## config.mk

```make
export PLATFORM = sky130hd
export DESIGN_NAME = usp_uart
export DESIGN_NICKNAME = d
export VERILOG_FILES = /design/src/include/usp_pkg.sv /design/src/verilog/usp_sync.sv /design/src/verilog/usp_brg.sv /design/src/verilog/usp_uart.sv
export SDC_FILE = /design/constraint.sdc
export NUM_CORES = 1
export LEC_CHECK = 0
export BUFFER_PORTS_ARGS = -buffer_cell sky130_fd_sc_hd__buf_4
export CAP_MARGIN = 20
export CORE_MARGIN = 2
export CORE_UTILIZATION = 35
export CTS_BUF_LIST = sky130_fd_sc_hd__clkbuf_4
export CTS_CLUSTER_SIZE = 20
export DETAILED_ROUTE_END_ITERATION = 8
export GPL_TIMING_DRIVEN = 0
export PLACE_DENSITY = 0.5
export SYNTH_ARGS = -nofsm -noshare
export SYNTH_HDL_FRONTEND = slang
export SYNTH_HIERARCHICAL = 1
export SYNTH_SLANG_ARGS = --single-unit
```

## constraint.sdc

```tcl
create_clock -name pclk -period 2.68 [get_ports pclk]
set_clock_uncertainty 0.05 [all_clocks]
set_input_delay 0.536 -clock pclk [delete_from_list [all_inputs] [get_ports pclk]]
set_output_delay 0.536 -clock pclk [all_outputs]
set_load 0.1 [all_outputs]
```

## src/include/usp_pkg.sv

```systemverilog
// ----------------------------------------------------------------
// Serial port constants and carriers
// ----------------------------------------------------------------
package usp_pkg;

  // Register indices; byte address is four times the index
  localparam int           ADDR_W                  = 12;
  localparam logic [7:0]   IDX_SERIAL_CONTROL      = 8'h98;
  localparam logic [7:0]   IDX_SERIAL_BUFFER       = 8'h99;
  localparam logic [7:0]   IDX_BAUD_RELOAD         = 8'h9a;
  localparam logic [7:0]   IDX_BAUD_CONTROL        = 8'h9b;
  localparam logic [7:0]   IDX_POWER_CONTROL       = 8'h9c;
  localparam logic [7:0]   IDX_SLAVE_ADDRESS       = 8'ha9;
  localparam logic [7:0]   IDX_SLAVE_ADDRESS_MASK  = 8'hb9;

  // Field positions of serial_control
  localparam int           SC_FE_SM0               = 7;
  localparam int           SC_SM1                  = 6;
  localparam int           SC_MPE                  = 5;
  localparam int           SC_REN                  = 4;
  localparam int           SC_TB8                  = 3;
  localparam int           SC_RB8                  = 2;
  localparam int           SC_TI                   = 1;
  localparam int           SC_RI                   = 0;
  // Field positions of baud_control and power_control_reg
  localparam int           BC_RUN                  = 4;
  localparam int           BC_TXSEL                = 3;
  localparam int           BC_RXSEL                = 2;
  localparam int           BC_SPD                  = 1;
  localparam int           BC_SHIFT_MODE_CLOCK_SELECT                = 0;
  localparam int           PC_DOUBLER              = 7;
  localparam int           PC_FEACC                = 6;

  // Reset values
  localparam logic [7:0]   SERIAL_CONTROL_RST      = 8'h00;
  localparam logic [7:0]   SERIAL_BUFFER_RST       = 8'h00;
  localparam logic [7:0]   BAUD_RELOAD_RST         = 8'h00;
  localparam logic [4:0]   BAUD_CONTROL_RST        = 5'h00;
  localparam logic [1:0]   POWER_CONTROL_RST       = 2'h0;
  localparam logic [7:0]   SLAVE_ADDRESS_RST       = 8'h00;
  localparam logic [7:0]   SLAVE_ADDRESS_MASK_RST  = 8'h00;

  // Timing counts
  localparam logic [2:0]   BRG_PRESCALE_LAST       = 3'h5;
  localparam logic [1:0]   M0_FIX_HALF_LAST        = 2'h2;
  localparam logic [3:0]   M0_BRG_HALF_LAST        = 4'h7;
  localparam logic [3:0]   SMP_LAST                = 4'hf;
  localparam logic [3:0]   SMP_MID                 = 4'h7;
  localparam logic [3:0]   FRAME8_BITS             = 4'ha;
  localparam logic [3:0]   FRAME9_BITS             = 4'hb;
  localparam logic [3:0]   SHIFT_BITS              = 4'h8;
  localparam logic [3:0]   RX_LAST_SHORT           = 4'h8;
  localparam logic [3:0]   RX_LAST_LONG            = 4'h9;

  // Operating modes
  typedef enum logic [1:0] {
    MODE_SHIFT = 2'b00,
    MODE_UART8 = 2'b01,
    MODE_UART9 = 2'b10,
    MODE_VAR9  = 2'b11
  } usp_mode_t;

  typedef enum logic [1:0] {
    TX_IDLE  = 2'b00,
    TX_ASYNC = 2'b01,
    TX_SHIFT = 2'b10
  } usp_tx_st_t;

  typedef enum logic [1:0] {
    RX_IDLE  = 2'b00,
    RX_START = 2'b01,
    RX_BITS  = 2'b10,
    RX_DONE  = 2'b11
  } usp_rx_st_t;

  // APB carriers
  typedef struct packed {
    logic              psel;
    logic              penable;
    logic              pwrite;
    logic [ADDR_W-1:0] paddr;
    logic [31:0]       pwdata;
  } usp_apb_req_t;

  typedef struct packed {
    logic [31:0] prdata;
    logic        pready;
    logic        pslverr;
  } usp_apb_rsp_t;

endpackage : usp_pkg

```

## src/verilog/usp_sync.sv

```systemverilog
`timescale 1ns/1ps
`default_nettype none
// ----------------------------------------------------------------
// Two-flop synchroniser for the receive pin
// ----------------------------------------------------------------
module usp_sync (
  // Clock and reset
  input  wire logic pclk,
  input  wire logic presetn,
  // Level in and out
  input  wire logic din,
  output logic      dout
);
  import usp_pkg::*;

  typedef struct packed {
    logic s1;
    logic s2;
  } usp_sync_t;

  usp_sync_t r;
  usp_sync_t n;

  // First stage feeds only the second
  always_comb begin
    n    = r;
    n.s1 = din;
    n.s2 = r.s1;
  end

  // Idle line is high
  always_ff @(posedge pclk or negedge presetn) begin
    if (!presetn) begin
      r <= 2'b11;
    end else begin
      r <= n;
    end
  end

  assign dout = r.s2;

endmodule : usp_sync
`default_nettype wire

```

## src/verilog/usp_brg.sv

```systemverilog
`timescale 1ns/1ps
`default_nettype none
// ----------------------------------------------------------------
// Internal baud-rate generator: prescaler and reload counter
// ----------------------------------------------------------------
module usp_brg (
  // Clock and reset
  input  wire logic       pclk,
  input  wire logic       presetn,
  // Control
  input  wire logic       run,
  input  wire logic       fast,
  input  wire logic [7:0] reload,
  // Overflow pulse
  output logic            ovf
);
  import usp_pkg::*;

  typedef struct packed {
    logic [2:0] pre;
    logic [7:0] cnt;
    logic       ovf;
  } usp_brg_t;

  usp_brg_t r;
  usp_brg_t n;

  // Counter holds its value while stopped
  always_comb begin
    n     = r;
    n.ovf = 1'b0;
    if (run) begin
      n.pre = (r.pre == BRG_PRESCALE_LAST) ? 3'h0 : r.pre + 3'h1;
      if (fast || r.pre == BRG_PRESCALE_LAST) begin
        if (r.cnt == 8'hff) begin
          n.cnt = reload;
          n.ovf = 1'b1;
        end else begin
          n.cnt = r.cnt + 8'h01;
        end
      end
    end
  end

  always_ff @(posedge pclk or negedge presetn) begin
    if (!presetn) begin
      r <= '0;
    end else begin
      r <= n;
    end
  end

  assign ovf = r.ovf;

endmodule : usp_brg
`default_nettype wire

```

## src/verilog/usp_uart.sv

```systemverilog
`timescale 1ns/1ps
`default_nettype none
// Contract
// - Bad stop bit sets sticky framing flag
// - Control bit 7 is framing flag or mode
// - Two mode bits pick one of four modes
// - Multiprocessor enable filters frames, modes 1-3
// - Reception only while receive enable set
// - Ninth transmitted bit from tx_ninth_bit
// - rx_ninth_bit gets ninth or stop bit
// - tx_done_flag at eighth bit or stop start
// - rx_done_flag on end of reception
// - Baud generator counts only while running
// - Modes 1 and 3 transmit clock from timer or generator
// - Modes 1 and 3 receive clock from timer or generator
// - Speed select picks slow or fast prescale
// - Mode 0 clock: divide-by-six or generator
// - Baud control upper bits read zero
// - Mode 1 frames are ten bits
// - Modes 2 and 3 frames are eleven bits
// - Framing check moves done flag to stop
// - Mode 2 rate is clock/16 or clock/32
module usp_uart (
  // Clock and reset
  input  wire logic                  pclk,
  input  wire logic                  presetn,
  // Register bus
  input  wire usp_pkg::usp_apb_req_t apb_req,
  output var  usp_pkg::usp_apb_rsp_t apb_rsp,
  // Timer 1 overflow pulse, same clock
  input  wire logic                  t1_ovf,
  // Serial lines
  output logic                       txd,
  input  wire logic                  rxd_in,
  output logic                       rxd_out,
  output logic                       rxd_oe_n
);
  import usp_pkg::*;

  // ----------------------------------------------------------------
  // State
  // ----------------------------------------------------------------
  typedef struct packed {
    usp_apb_rsp_t rsp;
    logic         sm0;
    logic         sm1;
    logic         mpe;
    logic         ren;
    logic         tb8;
    logic         rb8;
    logic         ti;
    logic         ri;
    logic         fe;
    logic [7:0]   rx_buf;
    logic [7:0]   baud_reload;
    logic [4:0]   bc;
    logic         dbl;
    logic         feacc;
    logic [7:0]   slave_address;
    logic [7:0]   slave_address_mask;
    logic         half_clk;
    logic         half_brg;
    logic         half_t1;
    logic [1:0]   div3;
    usp_tx_st_t   tx_st;
    logic [10:0]  tx_sh;
    logic [3:0]   tx_bits;
    logic [3:0]   tx_cnt;
    logic         m0_rx;
    logic         m0_hi;
    logic         txd;
    logic         rxd_out;
    logic         rxd_oe_n;
    usp_rx_st_t   rx_st;
    logic [3:0]   rx_cnt;
    logic [3:0]   rx_bits;
    logic [9:0]   rx_sh;
    logic         rxd_prev;
  } usp_state_t;

  usp_state_t r;
  usp_state_t n;
  logic       rxd_s;
  logic       brg_ovf;

  // Address decode shared by read and write paths
  function automatic logic hit(input logic [ADDR_W-1:0] a, input logic [7:0] idx);
    hit = (a == {2'b00, idx, 2'b00});
  endfunction : hit

  // ----------------------------------------------------------------
  // Helpers
  // ----------------------------------------------------------------
  usp_sync u_rxd_sync (
    .pclk    (pclk),
    .presetn (presetn),
    .din     (rxd_in),
    .dout    (rxd_s)
  );

  usp_brg u_brg (
    .pclk    (pclk),
    .presetn (presetn),
    .run     (r.bc[BC_RUN]),
    .fast    (r.bc[BC_SPD]),
    .reload  (r.baud_reload),
    .ovf     (brg_ovf)
  );

  // ----------------------------------------------------------------
  // Next-state logic
  // ----------------------------------------------------------------
  always_comb begin
    logic [1:0]        mode;
    logic              m0;
    logic              wr;
    logic              sb_wr;
    logic [ADDR_W-1:0] a;
    logic [7:0]        w;
    logic [7:0]        rdat;
    logic              fix_smp;
    logic              brg_smp;
    logic              t1_smp;
    logic              tx_smp;
    logic              rx_smp;
    logic              m0_tick;
    logic [3:0]        m0_lim;
    logic [3:0]        rx_last;
    logic              stop_b;
    logic              addr_ok;
    logic              accept;
    mode    = 2'b00;
    m0      = 1'b0;
    wr      = 1'b0;
    sb_wr   = 1'b0;
    a       = apb_req.paddr;
    w       = apb_req.pwdata[7:0];
    rdat    = 8'h00;
    fix_smp = 1'b0;
    brg_smp = 1'b0;
    t1_smp  = 1'b0;
    tx_smp  = 1'b0;
    rx_smp  = 1'b0;
    m0_tick = 1'b0;
    m0_lim  = 4'h0;
    rx_last = 4'h0;
    stop_b  = 1'b0;
    addr_ok = 1'b0;
    accept  = 1'b0;
    n       = r;

    // Mode decode
    mode = {r.sm0, r.sm1};
    m0   = (mode == MODE_SHIFT);

    // Sample ticks; doubler skips the halving stage
    n.half_clk = ~r.half_clk;
    n.half_brg = r.half_brg ^ brg_ovf;
    n.half_t1  = r.half_t1 ^ t1_ovf;
    fix_smp    = r.dbl | r.half_clk;
    brg_smp    = brg_ovf & (r.dbl | r.half_brg);
    t1_smp     = t1_ovf & (r.dbl | r.half_t1);
    tx_smp     = (mode == MODE_UART9) ? fix_smp : (r.bc[BC_TXSEL] ? brg_smp : t1_smp);
    rx_smp     = (mode == MODE_UART9) ? fix_smp : (r.bc[BC_RXSEL] ? brg_smp : t1_smp);

    // Mode 0 half-bit ticks: three clocks each, or eight generator samples
    n.div3  = (r.div3 == M0_FIX_HALF_LAST) ? 2'h0 : r.div3 + 2'h1;
    m0_tick = r.bc[BC_SHIFT_MODE_CLOCK_SELECT] ? brg_smp : (r.div3 == M0_FIX_HALF_LAST);
    m0_lim  = r.bc[BC_SHIFT_MODE_CLOCK_SELECT] ? M0_BRG_HALF_LAST : 4'h0;

    // ----------------------------------------------------------------
    // APB slave: answer in the first access cycle, no wait states
    // ----------------------------------------------------------------
    n.rsp.pready  = apb_req.psel & ~apb_req.penable;
    n.rsp.pslverr = 1'b0;
    n.rsp.prdata  = 32'h0000_0000;
    if (apb_req.psel && !apb_req.penable) begin
      if (hit(a, IDX_SERIAL_CONTROL)) begin
        rdat = {r.feacc ? r.fe : r.sm0, r.sm1, r.mpe, r.ren,
                r.tb8, r.rb8, r.ti, r.ri};
      end else if (hit(a, IDX_SERIAL_BUFFER)) begin
        rdat = r.rx_buf;
      end else if (hit(a, IDX_BAUD_RELOAD)) begin
        rdat = r.baud_reload;
      end else if (hit(a, IDX_BAUD_CONTROL)) begin
        rdat = {3'b000, r.bc};
      end else if (hit(a, IDX_POWER_CONTROL)) begin
        rdat = {r.dbl, r.feacc, 6'h00};
      end else if (hit(a, IDX_SLAVE_ADDRESS)) begin
        rdat = r.slave_address;
      end else if (hit(a, IDX_SLAVE_ADDRESS_MASK)) begin
        rdat = r.slave_address_mask;
      end else begin
        n.rsp.pslverr = 1'b1;
      end
      n.rsp.prdata = {24'h00_0000, rdat};
    end

    // Writes land at the access edge; engines below may override flags
    wr = apb_req.psel & apb_req.penable & apb_req.pwrite & r.rsp.pready;
    if (wr) begin
      if (hit(a, IDX_SERIAL_CONTROL)) begin
        if (r.feacc) begin
          n.fe = w[SC_FE_SM0];
        end else begin
          n.sm0 = w[SC_FE_SM0];
        end
        n.sm1 = w[SC_SM1];
        n.mpe = w[SC_MPE];
        n.ren = w[SC_REN];
        n.tb8 = w[SC_TB8];
        n.rb8 = w[SC_RB8];
        n.ti  = w[SC_TI];
        n.ri  = w[SC_RI];
      end else if (hit(a, IDX_SERIAL_BUFFER)) begin
        sb_wr = 1'b1;
      end else if (hit(a, IDX_BAUD_RELOAD)) begin
        n.baud_reload = w;
      end else if (hit(a, IDX_BAUD_CONTROL)) begin
        n.bc = w[4:0];
      end else if (hit(a, IDX_POWER_CONTROL)) begin
        n.dbl   = w[PC_DOUBLER];
        n.feacc = w[PC_FEACC];
      end else if (hit(a, IDX_SLAVE_ADDRESS)) begin
        n.slave_address = w;
      end else if (hit(a, IDX_SLAVE_ADDRESS_MASK)) begin
        n.slave_address_mask = w;
      end
    end

    // ----------------------------------------------------------------
    // Transmitter and mode 0 shifter
    // ----------------------------------------------------------------
    // A buffer write while busy is dropped rather than corrupting a frame
    case (r.tx_st)
      TX_IDLE: begin
        n.tx_cnt = 4'h0;
        n.div3   = 2'h0;  // Restart divider: first low half is full
        n.m0_hi  = 1'b0;
        if (sb_wr && m0) begin
          n.tx_st    = TX_SHIFT;
          n.m0_rx    = 1'b0;
          n.tx_sh    = {3'b111, w};
          n.tx_bits  = SHIFT_BITS;
          n.txd      = 1'b0;
          n.rxd_out  = w[0];
          n.rxd_oe_n = 1'b0;
        end else if (sb_wr) begin
          n.tx_st   = TX_ASYNC;
          n.tx_sh   = {1'b1, (mode == MODE_UART8) ? 1'b1 : r.tb8, w, 1'b0};
          n.tx_bits = (mode == MODE_UART8) ? FRAME8_BITS : FRAME9_BITS;
          n.txd     = 1'b0;
        end else if (m0 && r.ren && !r.ri) begin
          n.tx_st    = TX_SHIFT;
          n.m0_rx    = 1'b1;
          n.tx_sh    = 11'h000;
          n.tx_bits  = SHIFT_BITS;
          n.txd      = 1'b0;
          n.rxd_oe_n = 1'b1;
        end
      end
      TX_ASYNC: begin
        if (tx_smp) begin
          n.tx_cnt = r.tx_cnt + 4'h1;
          if (r.tx_cnt == SMP_LAST) begin
            n.tx_sh   = {1'b1, r.tx_sh[10:1]};
            n.tx_bits = r.tx_bits - 4'h1;
            n.txd     = r.tx_sh[1];
            if (r.tx_bits == 4'h2) begin
              n.ti = 1'b1;
            end
            if (r.tx_bits == 4'h1) begin
              n.tx_st = TX_IDLE;
              n.txd   = 1'b1;
            end
          end
        end
      end
      TX_SHIFT: begin
        if (r.m0_rx && !r.ren) begin
          n.tx_st = TX_IDLE;
          n.txd   = 1'b1;
        end else if (m0_tick) begin
          n.tx_cnt = r.tx_cnt + 4'h1;
          if (r.tx_cnt == m0_lim) begin
            n.tx_cnt = 4'h0;
            n.m0_hi  = ~r.m0_hi;
            if (!r.m0_hi) begin
              // Rising clock edge: the far end samples, we sample
              n.txd = 1'b1;
              if (r.m0_rx) begin
                n.tx_sh[7:0] = {rxd_s, r.tx_sh[7:1]};
              end
            end else begin
              n.txd     = 1'b0;
              n.tx_bits = r.tx_bits - 4'h1;
              if (!r.m0_rx) begin
                n.tx_sh[7:0] = {1'b1, r.tx_sh[7:1]};
                n.rxd_out    = r.tx_sh[1];
              end
              if (r.tx_bits == 4'h1) begin
                n.tx_st    = TX_IDLE;
                n.txd      = 1'b1;
                n.rxd_out  = 1'b1;
                n.rxd_oe_n = 1'b1;
                if (r.m0_rx) begin
                  n.ri     = 1'b1;
                  n.rx_buf = r.tx_sh[7:0];
                end else begin
                  n.ti = 1'b1;
                end
              end
            end
          end
        end
      end
      default: begin
        n.tx_st = TX_IDLE;
      end
    endcase

    // ----------------------------------------------------------------
    // Asynchronous receiver
    // ----------------------------------------------------------------
    n.rxd_prev = rxd_s;
    rx_last    = (mode != MODE_UART8 && r.feacc) ? RX_LAST_LONG : RX_LAST_SHORT;
    stop_b     = (mode == MODE_UART8) ? r.rx_sh[8] : r.rx_sh[9];
    addr_ok    = (((r.rx_sh[7:0] ^ r.slave_address) & r.slave_address_mask) == 8'h00);
    if (mode == MODE_UART8) begin
      accept = !r.ri && (!r.mpe || stop_b);
    end else begin
      accept = !r.ri && (!r.mpe || (r.rx_sh[8] && addr_ok));
    end
    if (!r.ren || m0) begin
      n.rx_st = RX_IDLE;
    end else begin
      case (r.rx_st)
        RX_IDLE: begin
          n.rx_cnt = 4'h0;
          if (r.rxd_prev && !rxd_s) begin
            n.rx_st = RX_START;
          end
        end
        RX_START: begin
          if (rx_smp) begin
            n.rx_cnt = r.rx_cnt + 4'h1;
            if (r.rx_cnt == SMP_MID) begin
              // A glitch shorter than half a bit is not a start
              n.rx_st   = rxd_s ? RX_IDLE : RX_BITS;
              n.rx_cnt  = 4'h0;
              n.rx_bits = 4'h0;
            end
          end
        end
        RX_BITS: begin
          if (rx_smp) begin
            n.rx_cnt = r.rx_cnt + 4'h1;
            if (r.rx_cnt == SMP_LAST) begin
              n.rx_sh[r.rx_bits] = rxd_s;
              n.rx_bits          = r.rx_bits + 4'h1;
              if (r.rx_bits == rx_last) begin
                n.rx_st = RX_DONE;
              end
            end
          end
        end
        RX_DONE: begin
          n.rx_st = RX_IDLE;
          if (r.feacc && !stop_b) begin
            n.fe = 1'b1;
          end
          if (accept) begin
            n.ri     = 1'b1;
            n.rx_buf = r.rx_sh[7:0];
            n.rb8    = (mode == MODE_UART8) ? stop_b : r.rx_sh[8];
          end
        end
        default: begin
          n.rx_st = RX_IDLE;
        end
      endcase
    end
  end

  // ----------------------------------------------------------------
  // State register
  // ----------------------------------------------------------------
  always_ff @(posedge pclk or negedge presetn) begin
    if (!presetn) begin
      r <= '0;
      {r.sm0, r.sm1, r.mpe, r.ren, r.tb8, r.rb8, r.ti, r.ri} <= SERIAL_CONTROL_RST;
      r.rx_buf   <= SERIAL_BUFFER_RST;
      r.baud_reload      <= BAUD_RELOAD_RST;
      r.bc       <= BAUD_CONTROL_RST;
      {r.dbl, r.feacc} <= POWER_CONTROL_RST;
      r.slave_address    <= SLAVE_ADDRESS_RST;
      r.slave_address_mask    <= SLAVE_ADDRESS_MASK_RST;
      r.tx_st    <= TX_IDLE;
      r.rx_st    <= RX_IDLE;
      r.txd      <= 1'b1;
      r.rxd_out  <= 1'b1;
      r.rxd_oe_n <= 1'b1;
      r.rxd_prev <= 1'b1;
    end else begin
      r <= n;
    end
  end

  // Outputs straight from the state register
  assign apb_rsp  = r.rsp;
  assign txd      = r.txd;
  assign rxd_out  = r.rxd_out;
  assign rxd_oe_n = r.rxd_oe_n;

endmodule : usp_uart
`default_nettype wire

```

# Word level (Yosys, flattened, before mapping)
# Cells that the tools add are included.
# word_totals
register_bits,148
latchBits,0
mem_bits_rw,0
rom_bits,0
in_bits,51
output_inout_bits,37
word_cells,309
memories,0
# op_classes
add_sub_neg,7
mul,0
div,0
order_cmp,2
n_eq_ne,53
shifts,0
muxes,126
bitwise_logic,24
reduce_logical,54
# ops
op,count
two-way mux 8 bit,20
"== test 12 x 10 -> 1 bit, second input constant",7
two-way mux 17 bit,4
two-way mux 1 bit,53
two-way mux 16 bit,3
one-hot mux 16 bit (3 select lines),1
"inequality test 3 bit, second input constant",14
two-way mux 10 bit,4
two-way mux 2 bit,19
AND reduction 6 bit,5
"inequality test 2 bit, second input constant",12
AND reduction 4 bit,6
AND reduction 8 bit,3
two-way mux 21 bit,1
two-way mux 20 bit,1
two-way mux 4 bit,5
two-way mux 14 bit,1
AND reduction 7 bit,2
"adder 4 x 1 -> 4 bit, second input constant",3
logical AND 1 bit,12
one-hot mux 4 bit (3 select lines),1
inverter 1 bit,11
bitwise mux 10 bit,1
"== test 2 bit, second input constant",5
41 further kinds,72

# Logic depth before layout (Yosys ltp)
# Gate-level depths: netlist of the first run.
# depth
depth_word,14
mapped_depth,9
mapped_depth_nobuf,8

# Modules after synthesis
# Netlist of the first run, hierarchy kept.
# by_module_without_submodules
module,instances,cells_per_inst,area_each_um2,seq_area_each_um2
usp_uart,1,627,6467.5,2757.6
usp_brg,1,60,628.1,300.3
usp_sync,1,2,52.6,52.6

# Least setup slack after synthesis of the first run
# No wires, ideal clock.
# synth_timing
path_kind,in2reg
startpoint,input apb_req[40] (netlist name)
endpoint,register r[94] (netlist name)
setup_ns,0.125
t_arrival_ns,2.432
required_ns,2.505
path_slack_ns,0.073
stages,6
n_path_buf,1
cell_sequence,or4_1 nor4_4 and3_1 clkbuf_1 mux2_2 mux2_2
# synth_lines
element,line,source
"start, declared",usp_uart.sv:28,"input wire usp_pkg::usp_apb_req_t apb_req,"
"end signal, assigned",usp_uart.sv:405,r <= n;
"end, declared",usp_uart.sv:81,usp_state_t r;

==> metrics.md, run 1 <==
| Metric | Value |
|---|---|
| First-pass GRT wire length | `29700 um` |
| Clock Path Buffers | `2` |
| Netlist cell types | `79` |
| Fmax | `0.389 GHz` |
| CP Capture Type | `register` |
| Data required time at the worst endpoint | `3.07 ns` |
| Drt first pass iters | `5` |
| Slowest-stage cell, CP | `or4_4` |
| Fin crit share | `95.9%` |
| Max_cap viols | `0` |
| Top delay family on crit path | `simple AND/OR/NAND/NOR gates` |
| Initial antenna violation count | `1` |
| Post-synth ARST share | `100%` |
| Drt via density | `5.21` |
| Final nets | `850` |
| RSZ-0062 raised after global routing | `no` |
| Number of global-route vias before repair | `5390` |
| Syn_area_per_cell | `10.4 sq um` |
| Cells after Synth | `689` |
| Worst path buffer plus inverter count | `2` |
| Die H | `147 um` |
| Max Fanout on Critical Path | `9` |
| Setup CP Type | `reg2reg` |
| Core area | `20200 sq um` |
| Avg WL per Cell | `17.5 um` |
| Antenna Nets Post-Route | `0` |
| Post-synth top area share | `41.3%` |
| Total track usage | `17.7%` |
| Critical path arrival | `2.96 ns` |
| Worst-path cell chain | `or4_4 -> a221oi_4 -> buf_6 -> buf_4 -> nand4_4 -> mux2_2 -> mux2_2` |
| Hold Vio Cnt, Final | `0` |
| Post-Syn Area | `7150 sq um` |
| Share of cells above drive strength 1 | `28.5%` |
| Initial Util | `35.4%` |
| Min setup slack post-route | `0.110 ns` |
| Cell leakage power | `3.88 nW` |
| WHS Path Cells | `2` |
| DRT Wirelength | `18600 um` |
| CTS Root Cell | `clkbuf_4` |
| Post-route DRC | `0` |
| Flops & latches, synth | `124` |
| Pwr Density | `618 nW/um^2` |
| Worst min path class | `in2reg` |
| Site Rows | `52` |
| Clk_lat worst skew | `0.56 ns` |
| Die Wd | `147 um` |
| Util after Layout | `41.3%` |
| Pins Over Slew Limit | `0` |
| Final setup violation count | `0` |
| DR vias | `5539` |
| Count leader, synth | `dfrtp_1` |
| CP dominant cell by count | `mux2_2` |
| Largest net degree at the start of global routing | `88` |
| Post-DP HPWL | `13800 um` |
| Logic depth of the worst path, buffers included | `7` |
| Area after DPL | `7890 sq um` |
| 1st-iter DRT viols | `323` |
| H-tree Lvls | `4` |
| Max-slew headroom | `34.4%` |
| FILL cells | `2037` |
| Ys flop type | `dfrtp_1` |
| Kind of start point of the critical path | `register` |
| Full die area | `21600 sq um` |
| Outcome | `complete, no violations` |
| Worst hold margin | `0.112 ns` |
| Post-synth top cells | `dfrtp_1, mux2_2, nand2_1` |
| Yosys warns | `6` |
| RePlAce Congestion | `0.848` |
| Maximum VDD drop | `0.276 mV` |
| Worst stage delay on the critical path | `0.58 ns` |
| Register area share after synthesis | `43.5%` |
| Post-route minimum period | `2.57 ns` |
| Clock slew at reported path FFs | `0.12 ns` |
| Port Buffers | `38` |
| Setup WS pre-CTS | `-0.478 ns` |
| Post-synth top area cell | `dfrtp_1` |
| GRT Residual Overflow | `0` |
| Least-Margin Pin Slew | `0.975 ns` |
| # clock sinks | `124` |
| CTS buffer count | `17` |
| Number of flops mapped to enable cells by yosys | `0` |
| Main area contributors after synthesis | `dfrtp_1, mux2_2, buf_4` |
| # IOs | `88` |
| Final instance area | `8340 sq um` |
| CTS tree | `built` |
| R2R depth | `7` |
| P&R area growth vs syn | `16.6%` |
==> worst paths after layout <==
check / startpoint / end / slack [ns]
setup / recovery: r[70] / r[89] / 0.11
hold reg to reg: u_rxd_sync/n[0] / u_rxd_sync/dout / 0.31
min in group asynchronous: presetn / r[27] / 0.39
setup reg to reg: r[70] / r[89] / 0.11
max in group asynchronous: presetn / r[70] / 1.40
hold / removal: t1_ovf / r[49] / 0.11
==> kinds of logic (layout without fill, tap and decap cells) <==
family                     Yosys count  count (layout)  synth area share (%)
DFF                                124             124                  43.5
buffers and inverters               82             162                  6.63
xor gates and xnor gates            13              13                  1.59
muxes                               97              97                  14.8
other                                1              25                0.0525
AOI/OAI and AO/OA                  148             148                  14.3
and+or+nand+nor                    204             204                  15.5
adders and majority gates           20              20                  3.50
==> routing by layer <==
metal  up-vias  GRT usage [%]  part of all wire (%)
li1       2650              -                     -
met1      2736           24.5                    47
met2       128           27.7                    47
met3        25           3.85                   4.3
met4         0           6.30                   1.8
met5         -              0                     0
==> per-stage QoR <==
stage | instances | power, W | setup TNS (ns)
floorplan | 712 | 0.00326 | 0
global placement | 1020 | 0.00360 | -12.53
detailed placement | 1021 | 0.00363 | -14.03
CTS | 1060 | 0.00517 | 0
global route | 1063 | 0.00545 | 0
finish | 1063 | 0.00515 | 0
==> registers in the layout, indices dropped and copies added (netlist names), named ones only <==
register         cells
apb_rsp             10
r                   87
rxd_oe_n             1
rxd_out              1
txd                  1
u_brg/ovf            1
u_brg/r             11
u_rxd_sync/dout      1
u_rxd_sync/n         1
==> cells in the final DEF (no fill, tap or decap), types with 20 or more instances in the layout <==
cell type and instances:
dfrtp_1 117, buf_4 80, mux2_2 72, nand2_1 50
nor2_1 38, a21oi_1 35, o21ai_0 32, nand3_1 25
mux2i_1 25, conb_1 24, inv_1 23, clkbuf_4 20
ha_1 20
==> report_power, final <==
group	internal, W	total (W)	switching [W]
Clock	0.000750	0.00148	0.000733
Sequential	0.00204	0.00219	0.000148
Combinational	0.000548	0.00148	0.000936
Total	0.00334	0.00515	0.00182
==> worst register-to-register path, cell delays in order, from the launching register on <==
cell and delay (ns):
dfrtp_2 0.46, or4_4 0.58, a221oi_4 0.28, buf_6 0.16, buf_4 0.12, nand4_4 0.21, mux2_2 0.35, mux2_2 0.26
==> what timing repair did <==
item,4_1_cts,5_1_grt
pin swaps,2,2
gates cloned,0,0
resized for setup,3,7
buffers inserted,5,4
hold buffers,2,0
setup endpoints to repair,28,30
endpoints found under the hold margin,34,0
==> area by class of cell <==
cell class	instances	area, sq um	area share, %
multi-input cells	506	3690	44.3
clock inverters	13	173	2.07
well taps	270	338	4.05
inverters	23	86.3	1.04
repair buffers	50	408	4.89
clock buffers	19	143	1.71
flip-flops and latches	124	3110	37.3
diodes	1	2.50	0.0300
plain buffers	57	383	4.59
No activity file was read; power rests on OpenSTA's default activity.
==> inputs of run 2 (changes only) <==
Settings changed: PLACE_DENSITY 0.5 to 0.55.
==> metrics.md, run 2 (synthesized netlist as in run 1, its figures left out) <==
| Metric | Value |
|---|---|
| CTS Root Cell | `clkbuf_4` |
| Post-route minimum period | `2.61 ns` |
| Outcome | `complete, no violations` |
| Fin cells | `1064` |
| Total track usage | `17.0%` |
| Post-route DRC | `0` |
| Least-Margin Pin Slew | `1.07 ns` |
| Post-DP HPWL | `13100 um` |
| Psw | `0.00194 W` |
| Drt via density | `5.09` |
| Initial Util | `35.4%` |
| Avg WL per Cell | `16.8 um` |
| Share of cells above drive strength 1 | `28.9%` |
| Kind of start point of the critical path | `register` |
| Worst reg2reg startpoint | `r[70]` |
| Register Area | `3110 sq um` |
| CP dominant cell by count | `buf_4` |
| P&R area growth vs syn | `16.0%` |
| Clock slew at reported path FFs | `0.13 ns` |
| H-tree Lvls | `4` |
| Drt first pass iters | `5` |
| Worst-path cell chain | `or4_4 -> a221oi_4 -> buf_4 -> nand3_4 -> a2111oi_4 -> buf_4 -> o21ai_1 -> a32o_1` |
| DR vias | `5413` |
| FILL cells | `2019` |
| Slowest-stage cell, CP | `or4_4` |
| CTS buffer count | `17` |
| Cell leakage power | `3.87 nW` |
| CTS tree | `built` |
| Final nets | `851` |
| Clock Path Buffers | `2` |
| Worst stage delay on the critical path | `0.56 ns` |
| GRT Residual Overflow | `0` |
| Clk_lat worst skew | `0.57 ns` |
| Top reg by flops | `r` |
| DRT Wirelength | `17900 um` |
| Pwr Density | `607 nW/um^2` |
| Hold Vio Cnt, Final | `0` |
| Gate power share | `29.8%` |
| Core area | `20200 sq um` |
| Hold path start | `t1_ovf` |
| Switching part of the total power | `38.5%` |
| Antenna Nets Post-Route | `0` |
| Fmax | `0.383 GHz` |
| Util after Layout | `41.1%` |
| Seq pwr share | `43.4%` |
| Total Power | `0.00503 W` |
| Max-slew headroom | `27.8%` |
| Final setup violation count | `0` |
| Max FFs per register | `87` |
| Setup TNS | `0 ns` |
| Worst min path class | `in2reg` |
| Placed cells | `1021` |
| Top delay family on crit path | `compound AO/OA/AOI/OAI gates` |
| 1st-iter DRT viols | `379` |
| RePlAce Congestion | `0.848` |
| # IOs | `88` |
| RSZ-0062 raised after global routing | `no` |
| Pins Over Slew Limit | `0` |
| Largest net degree at the start of global routing | `82` |
| CP Capture Type | `register` |
| Number of global-route vias before repair | `5192` |
| Most frequent cells in the layout | `dfrtp_1, buf_4, mux2_2, nand2_1, nor2_1` |
| Worst path buffer plus inverter count | `2` |
| Setup CP Type | `reg2reg` |
| Most common cell after layout, fill and taps aside | `dfrtp_1` |
| Area occupied by multi-input gates | `3690 sq um` |
| Internal | `0.00310 W` |
| Worst Setup SP | `r[70]` |
| Min setup slack post-route | `0.0674 ns` |
| Max_cap viols | `0` |
| Maximum VDD drop | `0.247 mV` |
| Port Buffers | `38` |
| Fin crit share | `97.5%` |
| Data required time at the worst endpoint | `3.08 ns` |
| Die H | `147 um` |
| Full die area | `21600 sq um` |
| Clk pwr share | `26.8%` |
| Max Fanout on Critical Path | `5` |
| Die Wd | `147 um` |
| Initial antenna violation count | `1` |
| First-pass GRT wire length | `28500 um` |
| Critical path arrival | `3.01 ns` |
| # clock sinks | `124` |
| Site Rows | `52` |
| Setup WS pre-CTS | `-0.438 ns` |
## run 2: metrics by stage
| stage | hold slack (ns) | area [sq um] |
|---|---|---|
| CTS | 0.0746 | 8240 |
| finish | 0.119 | 8290 |
| floorplan | 0.190 | 7230 |
| detailed placement | 0.297 | 7890 |
| global route | 0.0846 | 8290 |
| global placement | 0.297 | 7860 |
## run 2: cell type report
| cell class | count | area share [%] |
|---|---|---|
| multi-input combinational | 506 | 44.4 |
| timing repair buffer | 51 | 4.96 |
| antenna | 1 | 0.0302 |
| clock inverter | 15 | 1.81 |
| buffer | 57 | 4.59 |
| clock buffer | 17 | 1.54 |
| sequential | 124 | 37.5 |
| inverter | 23 | 1.04 |
| tap | 270 | 4.07 |
## run 2: power by group through the flow
stage               Combinational (W)  Clock (W)  Sequential [W]
floorplan                    0.000993          0         0.00227
global placement              0.00138          0         0.00222
detailed placement            0.00140          0         0.00222
CTS                           0.00146    0.00139         0.00219
global route                  0.00164    0.00147         0.00221
finish                        0.00150    0.00135         0.00219
## run 2: path summary, 6_finish.rpt
kind	end	slack, ns	cells after the start
hold reg to reg	u_rxd_sync/dout	0.31	0
setup reg to reg	r[32]	0.07	8
hold / removal	r[49]	0.12	2
setup / recovery	r[32]	0.07	8
max in group asynchronous	r[70]	1.41	3
min in group asynchronous	r[67]	0.40	2
## run 2: per-layer routing
metal | vias up | track usage (%) | wire length [um]
met3 | 18 | 3.60 | 717
met5 | - | 0 | 0
met2 | 111 | 25.8 | 8100
li1 | 2667 | - | -
met4 | 0 | 5.00 | 282
met1 | 2617 | 24.4 | 8770
## run 2: timing repair
| action | 4_1_cts | 5_1_grt |
|---|---|---|
| hold buffers | 2 | 0 |
| endpoints found under the setup margin | 31 | 31 |
| pin swaps | 3 | 2 |
| gates resized for setup | 3 | 4 |
| setup buffers | 5 | 5 |
| endpoints found under the hold margin | 41 | 0 |
==> inputs of run 3 (changes only) <==
Settings changed: ABC_AREA from default to 1, PLACE_DENSITY 0.55 to 0.54.
==> metrics.md, run 3 <==
| Metric | Value |
|---|---|
| Worst stage delay on the critical path | `0.44 ns` |
| Terminating pin of the worst hold path | `r[65]` |
| Flops & latches, synth | `124` |
| H-tree Lvls | `4` |
| Post-route DRC | `0` |
| Worst Setup SP | `r[45]` |
| Cells after Synth | `1102` |
| Psw | `0.00179 W` |
| Number of flops mapped to enable cells by yosys | `0` |
| Internal | `0.00302 W` |
| Post-CTS Resized | `0` |
| Pwr Density | `539 nW/um^2` |
| Netlist cell types | `44` |
| Max_cap viols | `0` |
| Max-slew headroom | `55.4%` |
| RSZ-0062 raised after global routing | `no` |
| Register area share after synthesis | `39.8%` |
| Gate power share | `26.8%` |
| Clock Path Buffers | `2` |
| Largest net degree at the start of global routing | `77` |
| Top reg by flops | `r` |
| Kind of start point of the critical path | `register` |
| Most common cell after layout, fill and taps aside | `nand2_1` |
| DR vias | `7007` |
| Pins Over Slew Limit | `0` |
| Max Fanout on Critical Path | `10` |
| R2r setup slk | `0.42 ns` |
| 1st-iter DRT viols | `471` |
| Fin crit share | `84.2%` |
| Hold path start | `apb_req[5]` |
| Clk_lat worst skew | `0.56 ns` |
| Critical path arrival | `2.65 ns` |
| Worst reg2reg startpoint | `r[45]` |
| Hold Vio Cnt, Final | `0` |
| R2R Path End | `r[40]` |
| Most frequent cells in the layout | `nand2_1, inv_1, dfrtp_1, nand3_1, nor2_1` |
| # clock sinks | `124` |
| Total track usage | `18.6%` |
| Die H | `153 um` |
| Maximum VDD drop | `0.232 mV` |
| Worst-path cell chain | `inv_1 -> ha_1 -> clkbuf_1 -> buf_1 -> nor2_1 -> nand2_1 -> nand3_1 -> nand2_1 -> nand2_1` |
| Initial antenna violation count | `1` |
| Syn_area_per_cell | `7.09 sq um` |
| Port Buffers | `39` |
| CTS buffer count | `17` |
| Switching part of the total power | `37.1%` |
| Min setup slack post-route | `0.425 ns` |
| Clk pwr share | `31.3%` |
| Post-Syn Area | `7810 sq um` |
| Drt first pass iters | `7` |
| Final instance area | `8910 sq um` |
| Fmax | `0.443 GHz` |
| Setup TNS | `0 ns` |
| Outcome | `complete, no violations` |
| Setup CP Type | `reg2reg` |
| Seq pwr share | `41.9%` |
| Cell leakage power | `4.65 nW` |
| Setup WS pre-CTS | `0.432 ns` |
| Least-Margin Pin Slew | `0.666 ns` |
| Share of cells above drive strength 1 | `14.1%` |
| Count leader, synth | `nand2_1` |
| Post-synth ARST share | `100%` |
| R2R depth | `9` |
| Number of global-route vias before repair | `6558` |
| Die Wd | `153 um` |
| CTS tree | `built` |
| Antenna Nets Post-Route | `0` |
| Slowest-stage cell, CP | `dfrtp_1` |
| # IOs | `88` |
| Clock slew at reported path FFs | `0.12 ns` |
| Top delay family on crit path | `buffers and inverters` |
| First-pass GRT wire length | `34700 um` |
| Drt via density | `4.74` |
| Worst min path class | `in2reg` |
| Site Rows | `54` |
| RePlAce Congestion | `0.865` |
| Core area | `21900 sq um` |
| DRT Wirelength | `21400 um` |
| CP Capture Type | `register` |
| Max FFs per register | `87` |
| WHS Path Cells | `3` |
| Data required time at the worst endpoint | `3.07 ns` |
| Final setup violation count | `0` |
| Ys flop type | `dfrtp_1` |
| Post-synth top cells | `nand2_1, inv_1, dfrtp_1` |
| Avg WL per Cell | `14.4 um` |
| Final nets | `1257` |
| CP dominant cell by count | `nand2_1` |
| Worst path buffer plus inverter count | `3` |
| CTS Root Cell | `clkbuf_4` |
| Initial Util | `35.7%` |
| Yosys warns | `6` |
| P&R area growth vs syn | `14.1%` |
| GRT Residual Overflow | `0` |
| Post-synth top area share | `37.8%` |
| Full die area | `23500 sq um` |
| Post-route minimum period | `2.26 ns` |
| Post-synth top area cell | `dfrtp_1` |
| Area after DPL | `8580 sq um` |
| Post-DP HPWL | `16100 um` |
| Main area contributors after synthesis | `dfrtp_1, nand2_1, nand3_1` |
run 3: cell types whose count changed after synthesis, sizes merged, moves of 25 or more:
cell / change
nand3: +93
mux2i: -25
inv: +106
nand2: +319
nor2: +82
o21ai: +52
mux2: -72
run 3: how the worst max path moves through the flow:
stage | cells after the start | end | slack, ns
2_1_floorplan | 12 | r[30] | 0.91
3_3_place_gp | 11 | r[42] | 0.45
3_5_place_dp | 9 | r[40] | 0.43
4_1_cts | 9 | r[40] | 0.40
5_1_grt | 9 | r[40] | 0.21
6_report | 9 | r[40] | 0.42
run 3: tightest hold or removal path, cell delays in order:
cell and delay [ns]:
buf_4 0.08, nand2_1 0.04, nand2_1 0.05
run 3: what timing repair did:
item | CTS | global route
hold endpoints to repair | 48 | 0
hold buffers | 2 | 0
buffers inserted | 0 | 0
run 3: cell type report:
class	instances	area (sq um)
plain buffers	51	362
fillers	2366	13000
well taps	280	350
repair buffers	42	344
clock inverters	12	173
multi-input cells	819	3940
diodes	1	2.50
flip-flops and latches	124	3110
inverters	131	492
clock buffers	19	143
run 3: stage by stage:
stage	util [%]	total power, W	hold WS (ns)	instances
2_1_floorplan	-	0.00300	0.190	1125
3_3_place_gp	39.0	0.00333	0.295	1444
3_5_place_dp	39.2	0.00334	0.297	1445
4_1_cts	40.7	0.00486	0.0895	1478
5_1_grt	40.7	0.00509	0.0855	1479
6_report	40.7	0.00481	0.133	1479
run 3: layer usage:
layer  GRT usage, %  up-vias  wire length [um]
met4           5.90        0               512
met3           3.97       36               968
met1           25.5     3214             10300
met5              0        -                 0
li1               -     3609                 -
met2           29.4      148              9560
run 3: cell families after synthesis:
family                     share of synthesized area (%)
AOI/OAI and AO/OA                                   8.61
xor gates and xnor gates                            1.01
adders and majority gates                           3.20
buffers and inverters                               10.9
DFF                                                 39.8
other                                             0.0480
and+or+nand+nor                                     36.4
run 3: power groups by stage:
stage               registers, W  logic [W]  clock network, W
floorplan                0.00217   0.000826                 0
global placement         0.00205    0.00128                 0
detailed placement       0.00205    0.00129                 0
CTS                      0.00202    0.00129           0.00156
global route             0.00203    0.00141           0.00165
finish                   0.00201    0.00129           0.00151
